--- config.mk ---
export PLATFORM = sky130hd
export DESIGN_NAME = fsp_poll_host
export DESIGN_NICKNAME = d
export VERILOG_FILES = /design/src/verilog/fsp_pkg.sv /design/src/verilog/fsp_cyc_if.sv /design/src/verilog/fsp_poll_host.sv /design/src/verilog/fsp_cycle.sv
export SDC_FILE = /design/constraint.sdc
export NUM_CORES = 1
export LEC_CHECK = 0
export BUFFER_PORTS_ARGS = -buffer_cell sky130_fd_sc_hd__buf_4
export CAP_MARGIN = 10
export CORE_MARGIN = 2
export CORE_UTILIZATION = 27
export DETAILED_ROUTE_END_ITERATION = 8
export PLACE_DENSITY = 0.54
export SLEW_MARGIN = 20
export SYNTH_ARGS = -nofsm -noshare
export SYNTH_HDL_FRONTEND = slang
export SYNTH_SLANG_ARGS = --single-unit
--- constraint.sdc ---
create_clock -name I_REF_CLK -period 2.29 [get_ports I_REF_CLK]
set_input_delay 0.1145 -clock I_REF_CLK [delete_from_list [all_inputs] [get_ports I_REF_CLK]]
set_output_delay 0.1145 -clock I_REF_CLK [all_outputs]
set_load 0.005 [all_outputs]
--- src/verilog/fsp_pkg.sv ---
// fsp_pkg: constants, field layouts and state types of the flash status poller
// assumes a 125 MHz reference clock and a parallel flash with x8/x16 data
`default_nettype none
package fsp_pkg;
  // -----------------------------------------------------------
  // timing of one flash bus cycle
  // -----------------------------------------------------------
  localparam int CLK_NS  = 8;
  localparam int RD_NS   = 100;  // output enable low to data valid
  localparam int WR_NS   = 50;   // write strobe low width
  localparam int GAP_NS  = 30;   // strobes high between two cycles
  localparam int SYNC_CYC = 2;   // data pins pass two flip-flops
  localparam int RD_CYC  = (RD_NS + CLK_NS - 1) / CLK_NS;
  localparam int WR_CYC  = (WR_NS + CLK_NS - 1) / CLK_NS;
  localparam int GAP_CYC = (GAP_NS + CLK_NS - 1) / CLK_NS;
  localparam logic [7:0] RD_CNT  = 8'(RD_CYC + SYNC_CYC - 1);
  localparam logic [7:0] WR_CNT  = 8'(WR_CYC - 1);
  localparam logic [7:0] GAP_CNT = 8'(GAP_CYC - 1);
  // -----------------------------------------------------------
  // register map, byte addresses
  // -----------------------------------------------------------
  localparam logic [4:0] OFS_CTRL = 5'h00;
  localparam logic [4:0] OFS_ADDR = 5'h04;
  localparam logic [4:0] OFS_DATA = 5'h08;
  localparam logic [4:0] OFS_STAT = 5'h0c;
  localparam int CTRL_ABORT = 3;
  localparam int ST_LSB     = 16;  // busy, done, fail, ready, suspended
  // -----------------------------------------------------------
  // status bit positions on the flash data bus
  // -----------------------------------------------------------
  localparam int COMPLETION_POLL_BIT = 7;
  localparam int GLOBAL_TOGGLE_BIT   = 6;
  localparam int TIMEOUT_FAIL_BIT    = 5;
  localparam int SECTOR_TOGGLE_BIT   = 2;
  localparam logic [7:0] RESET_CMD  = 8'hf0;
  // -----------------------------------------------------------
  // types
  // -----------------------------------------------------------
  typedef enum logic [2:0] {
    OP_NONE = 3'h0, OP_WRITE = 3'h1, OP_READ = 3'h2,
    OP_DPOLL = 3'h3, OP_TPOLL = 3'h4
  } fsp_op_t;
  typedef enum logic [3:0] {
    S_IDLE = 4'h0, S_RD_A = 4'h1, S_RD_B = 4'h3, S_CHK_A = 4'h2,
    S_CHK_B = 4'h6, S_FINAL = 4'h7, S_RST = 4'h5, S_WR = 4'h4,
    S_RD = 4'hc
  } fsp_state_t;
  typedef enum logic [1:0] {
    E_IDLE = 2'b00, E_ACT = 2'b01, E_HOLD = 2'b11, E_GAP = 2'b10
  } fsp_eng_t;
endpackage
`default_nettype wire

--- src/verilog/fsp_cyc_if.sv ---
// fsp_cyc_if: one flash bus cycle request between sequencer and engine
// assumes both ends run on the same clock
`timescale 1ns/100ps
`default_nettype none
interface fsp_cyc_if #(parameter int AW = 18, parameter int DW = 16);
  logic          req;
  logic          wr;
  logic [AW-1:0] addr;
  logic [DW-1:0] wdata;
  logic [DW-1:0] rdata;
  logic          ready;
  logic          done;
  modport ctl (output req, wr, addr, wdata, input rdata, ready, done);
  modport eng (input req, wr, addr, wdata, output rdata, ready, done);
endinterface
`default_nettype wire

--- src/verilog/fsp_poll_host.sv ---
// fsp_poll_host: host-side controller polling a parallel flash for write status
// assumes software issues command cycles first, then starts a poll at the target
// What this block does
// - data poll reads use the programmed address.
// - erase polls read an address inside a sector being erased.
// - after bit 7 turns true, valid data comes from a later read.
// - re-read bit 7 after the timeout bit reads one.
// - start toggle polling with two reads; equal means done.
// - toggling with timeout high: recheck, still toggling means fail, reset.
// - an interrupted toggle poll restarts from its first double read.
//
// Decided for this implementation: the register addresses and the Avalon-MM interface to the registers.
`timescale 1ns/100ps
`default_nettype none
module fsp_poll_host #(
  parameter int AW = 18,
  parameter int DW = 16
) (
  input  wire logic          I_REF_CLK,
  input  wire logic          I_SYS_RST,
  input  wire logic          I_CLK_EN,
  input  wire logic [4:0]    I_AVS_ADDRESS,
  input  wire logic          I_AVS_READ,
  input  wire logic          I_AVS_WRITE,
  input  wire logic [31:0]   I_AVS_WRITEDATA,
  input  wire logic [3:0]    I_AVS_BYTEENABLE,
  output logic [31:0]        O_AVS_READDATA,
  output logic               O_AVS_WAITREQUEST,
  output logic               O_FL_CE_N,
  output logic               O_FL_OE_N,
  output logic               O_FL_WE_N,
  output logic [AW-1:0]      O_FL_ADDR,
  output logic [DW-1:0]      O_FL_DQ,
  output logic               O_FL_DQ_OE,
  input  wire logic [DW-1:0] I_FL_DQ,
  input  wire logic          I_FL_READY_BUSY
);
  fsp_cyc_if #(.AW(AW), .DW(DW)) cyc ();

  fsp_pkg::fsp_state_t st;
  fsp_pkg::fsp_state_t next_st;
  fsp_pkg::fsp_op_t    op_q;
  logic [AW-1:0] addr_reg;
  logic [DW-1:0] data_reg;
  logic [DW-1:0] last_rd;
  logic          issued;
  logic          done_f;
  logic          fail_f;
  logic          susp_f;
  logic          abort_q;
  logic          first_gtog;
  logic          first_stog;
  logic          ack;
  logic          ryby_meta;
  logic          ryby_s;

  // -----------------------------------------------------------
  // bus slave decode
  // -----------------------------------------------------------
  wire        acc      = I_AVS_READ | I_AVS_WRITE;
  wire        take     = acc & ack & I_CLK_EN;
  wire        wr_take  = take & I_AVS_WRITE;
  wire        sel_ctrl = (I_AVS_ADDRESS == fsp_pkg::OFS_CTRL);
  wire        sel_addr = (I_AVS_ADDRESS == fsp_pkg::OFS_ADDR);
  wire        sel_data = (I_AVS_ADDRESS == fsp_pkg::OFS_DATA);
  wire        sel_stat = (I_AVS_ADDRESS == fsp_pkg::OFS_STAT);
  wire [31:0] be_mask  = {{8{I_AVS_BYTEENABLE[3]}}, {8{I_AVS_BYTEENABLE[2]}},
                          {8{I_AVS_BYTEENABLE[1]}}, {8{I_AVS_BYTEENABLE[0]}}};
  wire [31:0] addr_mrg = (32'(addr_reg) & ~be_mask) | (I_AVS_WRITEDATA & be_mask);
  wire [31:0] data_mrg = (32'(data_reg) & ~be_mask) | (I_AVS_WRITEDATA & be_mask);
  wire [2:0]  op_wd    = I_AVS_WRITEDATA[2:0];
  wire        op_ok    = (op_wd >= 3'(fsp_pkg::OP_WRITE)) &&
                         (op_wd <= 3'(fsp_pkg::OP_TPOLL));
  wire        busy     = (st != fsp_pkg::S_IDLE);
  // a start while busy is ignored; the running operation keeps its mode
  wire        start    = wr_take & sel_ctrl & I_AVS_BYTEENABLE[0] & op_ok & ~busy;
  wire        abort_wr = wr_take & sel_ctrl & I_AVS_BYTEENABLE[0] &
                         I_AVS_WRITEDATA[fsp_pkg::CTRL_ABORT];
  wire [4:0]  flags    = {susp_f, ryby_s, fail_f, done_f, busy};
  wire [31:0] stat_wd  = 32'(last_rd) | (32'(flags) << fsp_pkg::ST_LSB);
  wire [31:0] rd_mux   = sel_ctrl ? 32'(op_q) :
                         sel_addr ? 32'(addr_reg) :
                         sel_data ? 32'(data_reg) :
                         sel_stat ? stat_wd : 32'h0000_0000;

  // one wait state per access; a frozen clock keeps the request waiting
  assign O_AVS_WAITREQUEST = acc & ~(ack & I_CLK_EN);

  // -----------------------------------------------------------
  // bus slave timing
  // -----------------------------------------------------------
  always_ff @(posedge I_REF_CLK)
  begin
    if (I_SYS_RST)
    begin
      ack <= 1'b0;
      O_AVS_READDATA <= 32'h0000_0000;
    end
    else if (I_CLK_EN)
    begin
      ack <= acc & ~ack;
      O_AVS_READDATA <= rd_mux;  // unmapped offsets read zero
    end
  end

  // -----------------------------------------------------------
  // software registers
  // -----------------------------------------------------------
  // the poll address must be the program address or an erasing sector
  always_ff @(posedge I_REF_CLK)
  begin
    if (I_SYS_RST)
    begin
      addr_reg <= '0;
      data_reg <= '0;
      op_q <= fsp_pkg::OP_NONE;
    end
    else if (I_CLK_EN)
    begin
      if (wr_take && sel_addr && !busy)
        addr_reg <= addr_mrg[AW-1:0];
      if (wr_take && sel_data && !busy)
        data_reg <= data_mrg[DW-1:0];
      if (start)
        op_q <= fsp_pkg::fsp_op_t'(op_wd);
    end
  end

  // -----------------------------------------------------------
  // ready/busy pin synchroniser
  // -----------------------------------------------------------
  // the wired line reads high when released and low while busy
  always_ff @(posedge I_REF_CLK)
  begin
    if (I_CLK_EN)
    begin
      ryby_meta <= I_FL_READY_BUSY;
      ryby_s <= ryby_meta;
    end
  end

  // -----------------------------------------------------------
  // status decode of the last read
  // -----------------------------------------------------------
  wire [DW-1:0] rd       = cyc.rdata;
  wire          exp_poll = data_reg[fsp_pkg::COMPLETION_POLL_BIT];
  wire          poll_ok  = (rd[fsp_pkg::COMPLETION_POLL_BIT] == exp_poll);
  wire          tout     = rd[fsp_pkg::TIMEOUT_FAIL_BIT];
  wire          gtog_eq  = (rd[fsp_pkg::GLOBAL_TOGGLE_BIT] == first_gtog);
  wire          stog_chg = (rd[fsp_pkg::SECTOR_TOGGLE_BIT] != first_stog);
  wire          dmode    = (op_q == fsp_pkg::OP_DPOLL);

  // -----------------------------------------------------------
  // poll sequence, next state on each completed read
  // -----------------------------------------------------------
  always_comb
  begin
    next_st = fsp_pkg::S_IDLE;
    case (st)
      fsp_pkg::S_RD_A:
        if (!dmode)
          next_st = fsp_pkg::S_RD_B;
        else if (poll_ok)
          next_st = fsp_pkg::S_FINAL;
        else if (tout)
          next_st = fsp_pkg::S_CHK_A;
        else
          next_st = fsp_pkg::S_RD_A;
      fsp_pkg::S_RD_B:
        if (gtog_eq)
          next_st = fsp_pkg::S_FINAL;
        else if (tout)
          next_st = fsp_pkg::S_CHK_A;
        else
          next_st = fsp_pkg::S_RD_A;
      fsp_pkg::S_CHK_A:
        if (!dmode)
          next_st = fsp_pkg::S_CHK_B;
        else if (poll_ok)
          next_st = fsp_pkg::S_FINAL;
        else
          next_st = fsp_pkg::S_RST;
      fsp_pkg::S_CHK_B:
        next_st = gtog_eq ? fsp_pkg::S_FINAL : fsp_pkg::S_RST;
      default:
        next_st = fsp_pkg::S_IDLE;
    endcase
    if (abort_q)
      next_st = fsp_pkg::S_IDLE;
  end

  // first state of each operation; every poll starts from its first read
  wire fsp_pkg::fsp_state_t start_st =
    (op_wd == 3'(fsp_pkg::OP_WRITE)) ? fsp_pkg::S_WR :
    (op_wd == 3'(fsp_pkg::OP_READ))  ? fsp_pkg::S_RD : fsp_pkg::S_RD_A;

  // -----------------------------------------------------------
  // cycle requests to the engine
  // -----------------------------------------------------------
  // the engine finishes every write before a poll can start
  wire is_rst = (st == fsp_pkg::S_RST);
  assign cyc.req   = busy & ~issued & cyc.ready;
  assign cyc.wr    = (st == fsp_pkg::S_WR) | is_rst;
  assign cyc.addr  = addr_reg;
  assign cyc.wdata = is_rst ? DW'(fsp_pkg::RESET_CMD) : data_reg;

  // -----------------------------------------------------------
  // sequencer state
  // -----------------------------------------------------------
  always_ff @(posedge I_REF_CLK)
  begin
    if (I_SYS_RST)
    begin
      st <= fsp_pkg::S_IDLE;
      issued <= 1'b0;
      last_rd <= '0;
      first_gtog <= 1'b0;
      first_stog <= 1'b0;
    end
    else if (I_CLK_EN)
    begin
      if (start)
      begin
        st <= start_st;
        issued <= 1'b0;
      end
      else if (cyc.done)
      begin
        st <= next_st;
        issued <= 1'b0;
        last_rd <= rd;
        if (st == fsp_pkg::S_RD_A || st == fsp_pkg::S_CHK_A)
        begin
          first_gtog <= rd[fsp_pkg::GLOBAL_TOGGLE_BIT];
          first_stog <= rd[fsp_pkg::SECTOR_TOGGLE_BIT];
        end
      end
      else if (cyc.req)
        issued <= 1'b1;
    end
  end

  // -----------------------------------------------------------
  // result flags
  // -----------------------------------------------------------
  // flags clear only at the next start, so a finished result is never lost
  wire fin      = cyc.done & busy & (next_st == fsp_pkg::S_IDLE);
  wire to_fail  = cyc.done & (next_st == fsp_pkg::S_RST);
  wire susp_set = cyc.done & (st == fsp_pkg::S_RD_B) & gtog_eq & stog_chg;
  always_ff @(posedge I_REF_CLK)
  begin
    if (I_SYS_RST)
    begin
      done_f <= 1'b0;
      fail_f <= 1'b0;
      susp_f <= 1'b0;
      abort_q <= 1'b0;
    end
    else if (I_CLK_EN)
    begin
      done_f <= ~start & (done_f | fin);
      fail_f <= ~start & (fail_f | to_fail);
      susp_f <= ~start & (susp_f | susp_set);
      // an abort is held until the cycle in flight completes
      abort_q <= (abort_wr & busy) | (abort_q & busy & ~start);
    end
  end

  // -----------------------------------------------------------
  // flash cycle engine
  // -----------------------------------------------------------
  fsp_cycle #(.AW(AW), .DW(DW)) u_cycle (
    .i_clk   (I_REF_CLK),
    .i_rst   (I_SYS_RST),
    .i_ce    (I_CLK_EN),
    .cyc     (cyc),
    .o_ce_n  (O_FL_CE_N),
    .o_oe_n  (O_FL_OE_N),
    .o_we_n  (O_FL_WE_N),
    .o_addr  (O_FL_ADDR),
    .o_dq    (O_FL_DQ),
    .o_dq_oe (O_FL_DQ_OE),
    .i_dq    (I_FL_DQ)
  );
endmodule
`default_nettype wire

--- src/verilog/fsp_cycle.sv ---
// fsp_cycle: runs one asynchronous read or write cycle on the flash pins
// assumes requests come only while ready is high; data pins pass a two-flop synchroniser
`timescale 1ns/100ps
`default_nettype none
module fsp_cycle #(
  parameter int AW = 18,
  parameter int DW = 16
) (
  input  wire logic          i_clk,
  input  wire logic          i_rst,
  input  wire logic          i_ce,
  fsp_cyc_if.eng             cyc,
  output logic               o_ce_n,
  output logic               o_oe_n,
  output logic               o_we_n,
  output logic [AW-1:0]      o_addr,
  output logic [DW-1:0]      o_dq,
  output logic               o_dq_oe,
  input  wire logic [DW-1:0] i_dq
);
  fsp_pkg::fsp_eng_t st;
  logic [7:0]        cnt;
  logic              wr_q;
  logic [DW-1:0]     dq_meta;
  logic [DW-1:0]     dq_sync;
  logic [DW-1:0]     rdata;
  logic              done;
  wire               cnt_end = (cnt == 8'h00);

  // -----------------------------------------------------------
  // pin input synchroniser
  // -----------------------------------------------------------
  always_ff @(posedge i_clk)
  begin
    if (i_ce)
    begin
      dq_meta <= i_dq;
      dq_sync <= dq_meta;
    end
  end

  assign cyc.ready = (st == fsp_pkg::E_IDLE);
  assign cyc.rdata = rdata;
  assign cyc.done  = done;

  // -----------------------------------------------------------
  // cycle sequencer
  // -----------------------------------------------------------
  // strobes go high between cycles so each status read is a fresh cycle
  always_ff @(posedge i_clk)
  begin
    if (i_rst)
    begin
      st <= fsp_pkg::E_IDLE;
      cnt <= 8'h00;
      wr_q <= 1'b0;
      done <= 1'b0;
      rdata <= '0;
      o_ce_n <= 1'b1;
      o_oe_n <= 1'b1;
      o_we_n <= 1'b1;
      o_addr <= '0;
      o_dq <= '0;
      o_dq_oe <= 1'b0;
    end
    else if (i_ce)
    begin
      done <= 1'b0;
      case (st)
        fsp_pkg::E_IDLE:
          if (cyc.req)
          begin
            o_addr <= cyc.addr;
            o_ce_n <= 1'b0;
            wr_q <= cyc.wr;
            o_we_n <= ~cyc.wr;
            o_oe_n <= cyc.wr;
            o_dq <= cyc.wdata;
            o_dq_oe <= cyc.wr;
            cnt <= cyc.wr ? fsp_pkg::WR_CNT : fsp_pkg::RD_CNT;
            st <= fsp_pkg::E_ACT;
          end
        fsp_pkg::E_ACT:
          if (cnt_end)
          begin
            o_we_n <= 1'b1;  // rising edge latches the write data
            o_oe_n <= 1'b1;
            if (!wr_q)
              rdata <= dq_sync;  // sampled before output enable rises
            st <= fsp_pkg::E_HOLD;
          end
          else
            cnt <= cnt - 8'h01;
        fsp_pkg::E_HOLD:
        begin
          o_ce_n <= 1'b1;
          o_dq_oe <= 1'b0;  // data held one cycle past the write edge
          cnt <= fsp_pkg::GAP_CNT;
          st <= fsp_pkg::E_GAP;
        end
        fsp_pkg::E_GAP:
          if (cnt_end)
          begin
            done <= 1'b1;
            st <= fsp_pkg::E_IDLE;
          end
          else
            cnt <= cnt - 8'h01;
        default:
          st <= fsp_pkg::E_IDLE;
      endcase
    end
  end
endmodule
`default_nettype wire

# Word level (Yosys, flattened, before mapping)
# Index checks and enable logic that the tools add are counted.
# totals
register_bits	197
# op_classes
add_sub_neg	1
n_lt_le_gt_ge	2
n_eq_ne	23
mux	39
n_bitwise	45
n_reduce_logical	30
# ops
cell	count
$mux W21	4
$and A18 B18 Y18	2
$mux W4	7
$and A1 B1 Y1	25
$pmux W8 S3	1
$or A16 B21 Y21	1
$not A18 Y18	1
$or A18 B18 Y18	1
$and A16 B16 Y16	1
$eq A4 B3 Y1 const B	4
$mux W16	1
$mux W8	2
$or A16 B16 Y16	1
$pmux W4 S4	1
$reduce_and A4 Y1	4
$mux W2	7
$reduce_and A3 Y1	4
$eq A5 B4 Y1 const B	2
$reduce_and A2 Y1	5
$mux W1	9
$eq A4 B2 Y1 const B	2
$logic_not A8 Y1	1
$pmux W1 S2	4
$pmux W2 S4	1
26 further kinds	49

# Depth between registers and ports, before layout
# logic_depth
ltp_word	11
ltp_mapped	9
mapped_depth_nobuf	7

# By module
# A second synthesis with hierarchy kept.
# unflattened
hier_cells	818
hier_area_um2	7646.1
# by_module_without_submodules
mod	n_inst	cells_each	area_each_um2	seq_area_each_um2
fsp_poll_host	1	467	3978.8	1781.7
fsp_cycle	1	351	3667.3	2282.2

# Least setup slack after synthesis
# OpenSTA, ideal clock, no wires.
# synth_path
kind	register -> register
from	register u_cycle.cnt[0]
to	register u_cycle.rdata[10] (netlist: u_cycle.cyc.rdata[10])
setup_time_ps	132
arrival_time_ps	1926
required_time_ps	2158
setup_slack_ps	232
path_stages_with_launch	10
period_less_slack_ps	2058
cell_sequence	dfxtp_1 > inv_1 > ha_1 > nor4b_1 > nand2_1 > or3_1 > clkbuf_1 > buf_2 > nand2_1 > a21oi_1
# synth_via
elab_chain_cells	2
# synth_lines
item	line	source
start: declaration	fsp_cycle.sv:22	logic [7:0] cnt;
start signal: assignment	fsp_cycle.sv:80	cnt <= cyc.wr ? fsp_pkg::WR_CNT : fsp_pkg::RD_CNT;
start signal: assignment	fsp_cycle.sv:93	cnt <= cnt - 8'h01;
start signal: assignment	fsp_cycle.sv:98	cnt <= fsp_pkg::GAP_CNT;
$logic_not A8 Y1	fsp_cycle.sv:28	wire cnt_end = (cnt == 8'h00);
$reduce_and A4 Y1 (no source line)	--	
end signal: assignment	fsp_cycle.sv:89	rdata <= dq_sync;
end: declaration	fsp_cycle.sv:26	logic [DW-1:0] rdata;
# Every way passes these cells.
# A chain may end at the register's enable or synchronous reset.

# Worst setup path after layout
# layout_path
from	register u_cycle.cnt[0]
to	register u_cycle.cnt[1]
# layout_via
elab_chain_cells	3
word_cells_on_any_way	6
# layout_lines
item	line
$sub A8 B1 Y8 / $logic_not A8 Y1 (equally long branches)	fsp_cycle.sv:93, fsp_cycle.sv:108, fsp_cycle.sv:28
$mux W8 / $ne A2 B2 Y1 (equally long branches)	--
$pmux W8 S3 / $reduce_and A3 Y1 (equally long branches)	--
# Several ways; a longest one is shown, not always the timed one. The select of a mux whose other input is x is not followed.

==> impl_metrics.csv <==
group,metric,value,unit
run_status,status,"completed",
sta,fin_tns_setup,0,ns
synthesis,synth.area.top_cells,"dfxtp_1 (41%), edfxtp_1 (14%), mux2i_1 (7.5%)",
clocking,tritoncts,"done",
sta,fin_crit,2.09,ns
critical_path,worstPathRequired,2.59,ns
sta,slew_headroom,44.4,%
finish,area_growth_syn_to_layout,29.0,%
finish,final_cells,1307,
synthesis,synth-async-reset-ratio,0,%
route,via_per_inst,4.46,
floorplanning,die_h,171,um
sta,worst_pin_slew,0.832,ns
global_route,grt_overflow,0,
pwr,p_per_area,693,nW/um^2
sta,rsz0062_at_grt,"no",
synthesis,postSynthCellCount,782,
hold_path,hp-class,"in2reg",
synthesis,synth_top_cell_by_area,"dfxtp_1",
global_route,grt_max_degree,90,
floorplanning,die_x,171,um
route,wirelength,19500,um
sta,setup_ws,0.203,ns
clocking,cts_max_path_buffers,2,
finish,nNetsFinal,985,
placement,place_inst,1241,
hold_path,whs_path_depth,3,
floorplanning,start_util,27.2,%
flow_run,drv_cap,0,
pwr,vdd_drop_max,0.397,mV
global_route,grt_pass1_wl,30800,um
clocking,clk_root_buffer_cell,"clkbuf_16",
hold_path,min_to,"op_q[1]",
route,wire_per_inst,14.9,um
critical_path,cp-end-kind,"flip-flop",
synthesis,synth_seq_area_share,54.1,%
critical_path,rrSetupSlack,0.20,ns
critical_path,critPathKind,"reg2reg",
sta,finalClockSkew,0.00743,ns
route,route.detailed.drc,0,
global_route,antenna_found_initial,1,
finish,fin_util,35.1,%
floorplanning,core_area,27600,um^2
synthesis,yosysWarnings,0,
route,num_vias,5826,
sta,drv_slew,0,
hold_path,hp-start,"I_AVS_WRITEDATA[1]",
floorplanning,dieArea,29100,um^2
sta,fmax,0.479,GHz
placement,dpl.hpwl,14100,um
pwr,p_switching,1.46,mW
route,ant_nets,0,
synthesis,ys_seq_elements,186,
pwr,clockPowerShare,45.3,%
sta,finalSetupViolations,0,
synthesis,synth.distinct_cells,57,
floorplanning,num_rows,61,
placement,place_ws,0.226,ns
critical_path,r2r_cells,8,
route,first_pass_iters,4,
pwr,leakagePower,3.71,nW
critical_path,worstPathArrival,2.38,ns
pwr,combPwrFrac,4.1,%
clocking,cts.sinks,186,
placement,gp_congestion,0.845,
clocking,htree_levels,4,
critical_path,cp-start-kind,"flip-flop",
global_route,grt_pass1_vias,5579,
clocking,cts_made_buffers,17,
synthesis,syn_area,7510,um^2
floorplanning,ios,134,
route,drtIter0Drc,298,
sta,finalHoldViolations,0,
pwr,intPower,5.25,mW
global_route,grt_util_all_layers,13.6,%
synthesis,synth_edf_count,34,
finish,drive_above_1_share,20.7,%
critical_path,crit_fanout,11,
placement,postPlaceCellArea,8740,um^2
pwr,p_sw_share,21.8,%
finish,stdcell_area,9680,um^2
synthesis,syn_avg_cell_area,9.60,um^2
synthesis,netlist.area_leader.share,40.5,%
critical_path,regToRegStartpoint,"u_cycle.cnt[0]",
critical_path,r2r_end,"u_cycle.cnt[1]",
placement,port_buffers,107,
pwr,p_seq_share,50.6,%
clocking,clk_pin_slew,0.07,ns
clocking,clkLatencyLatePin,0.43,ns
sta,post-route-period-util,91.1,%
clocking,postCtsSetupBuffers,0,
synthesis,synth_flop_cell,"dfxtp_1",
Yosys cell counts, drive strengths merged (9+ instances only):
master,count
a211oi,12
mux2,16
buf,21
edfxtp,34
a22oi,18
mux2i,56
nor3,18
nor2,98
inv,9
o21ai,22
nand3,22
clkbuf,38
nand2,115
a21oi,71
dfxtp,152
placed cells by master, fill, tap and decap left out, types with 9 or more instances in the layout:
| cell type | count |
|---|---|
| dfxtp_1 | 152 |
| buf_4 | 127 |
| nor2_1 | 98 |
| a21oi_1 | 70 |
| a22oi_1 | 18 |
| edfxtp_1 | 34 |
| conb_1 | 11 |
| nand2_1 | 115 |
| a211oi_1 | 10 |
| clkbuf_16 | 17 |
| mux2_2 | 16 |
| inv_1 | 9 |
| dlygate4sd3_1 | 34 |
| o21ai_0 | 22 |
| mux2i_1 | 56 |
| nor3_1 | 16 |
| nand3_1 | 21 |
routing by layer:
metal / wire, um / GRT usage (%)
met1: 9550 / 19.2
met3: 1060 / 3.05
met4: 505 / 5.95
met2: 8370 / 19.8
met5: 0 / 0
metrics by stage:
stage                     hold slack [ns]  power (mW)
after floorplan                     0.213        3.58
after global placement              0.294        3.70
after detailed placement            0.294        3.70
after CTS                         0.00316        6.78
after global routing               0.0218        6.95
final                              0.0189        6.72
repair_timing:
| item | in CTS | in global routing |
|---|---|---|
| resized for setup | 0 | 0 |
| hold buffers | 34 | 0 |
| endpoints found under the hold margin | 48 | 0 |
critical path, cell delays in order (launching register included):
cell and delay (ns):
dfxtp_1 0.36, inv_1 0.10, ha_1 0.22, nor4b_1 0.14, buf_4 0.14, and2_1 0.18
a21o_1 0.29, a2111oi_0 0.45, a211oi_1 0.09
cell families (layout without fill, tap and decap cells):
family | Yosys count | after routing | share of synthesized area [%]
multiplexers | 72 | 72 | 9.87
buffers and inverters | 68 | 204 | 4.33
AND/OR/NAND/NOR | 299 | 299 | 18.2
XOR/XNOR | 7 | 7 | 0.817
adder cells (fa/ha/maj) | 6 | 6 | 1.00
flip-flops | 186 | 186 | 54.1
AO/OA/AOI/OAI | 143 | 143 | 11.6
other | 1 | 12 | 0.0500
power by group through the flow:
stage	sequential (mW)	combinational (mW)	clock [mW]
2_1_floorplan	3.47	0.111	0
3_3_place_gp	3.47	0.227	0
3_5_place_dp	3.47	0.230	0
4_1_cts	3.40	0.277	3.10
5_1_grt	3.40	0.299	3.25
6_report	3.40	0.273	3.04
area by class of cell:
type                       count  area, um^2
clock buffer                  19         435
inverter                       9        33.8
clock inverter                12         168
multi-input combinational    538        3150
timing repair buffer         164        1350
sequential                   186        4060
tap                          378         473
antenna                        1        2.50
fill                        2840       17900
how the worst max path moves through the flow:
stage                    from               endpoint  cells after the start
2_1_floorplan  u_cycle.cnt[0]  u_cycle.cyc.rdata[10]                      9
3_3_place_gp            st[0]              flip-flop                      5
3_5_place_dp   u_cycle.cnt[0]         u_cycle.cnt[1]                      8
4_1_cts        u_cycle.cnt[0]         u_cycle.cnt[1]                      8
5_1_grt        u_cycle.cnt[0]         u_cycle.cnt[1]                      8
6_report       u_cycle.cnt[0]         u_cycle.cnt[1]                      8
(Power assumes the default switching activity.)
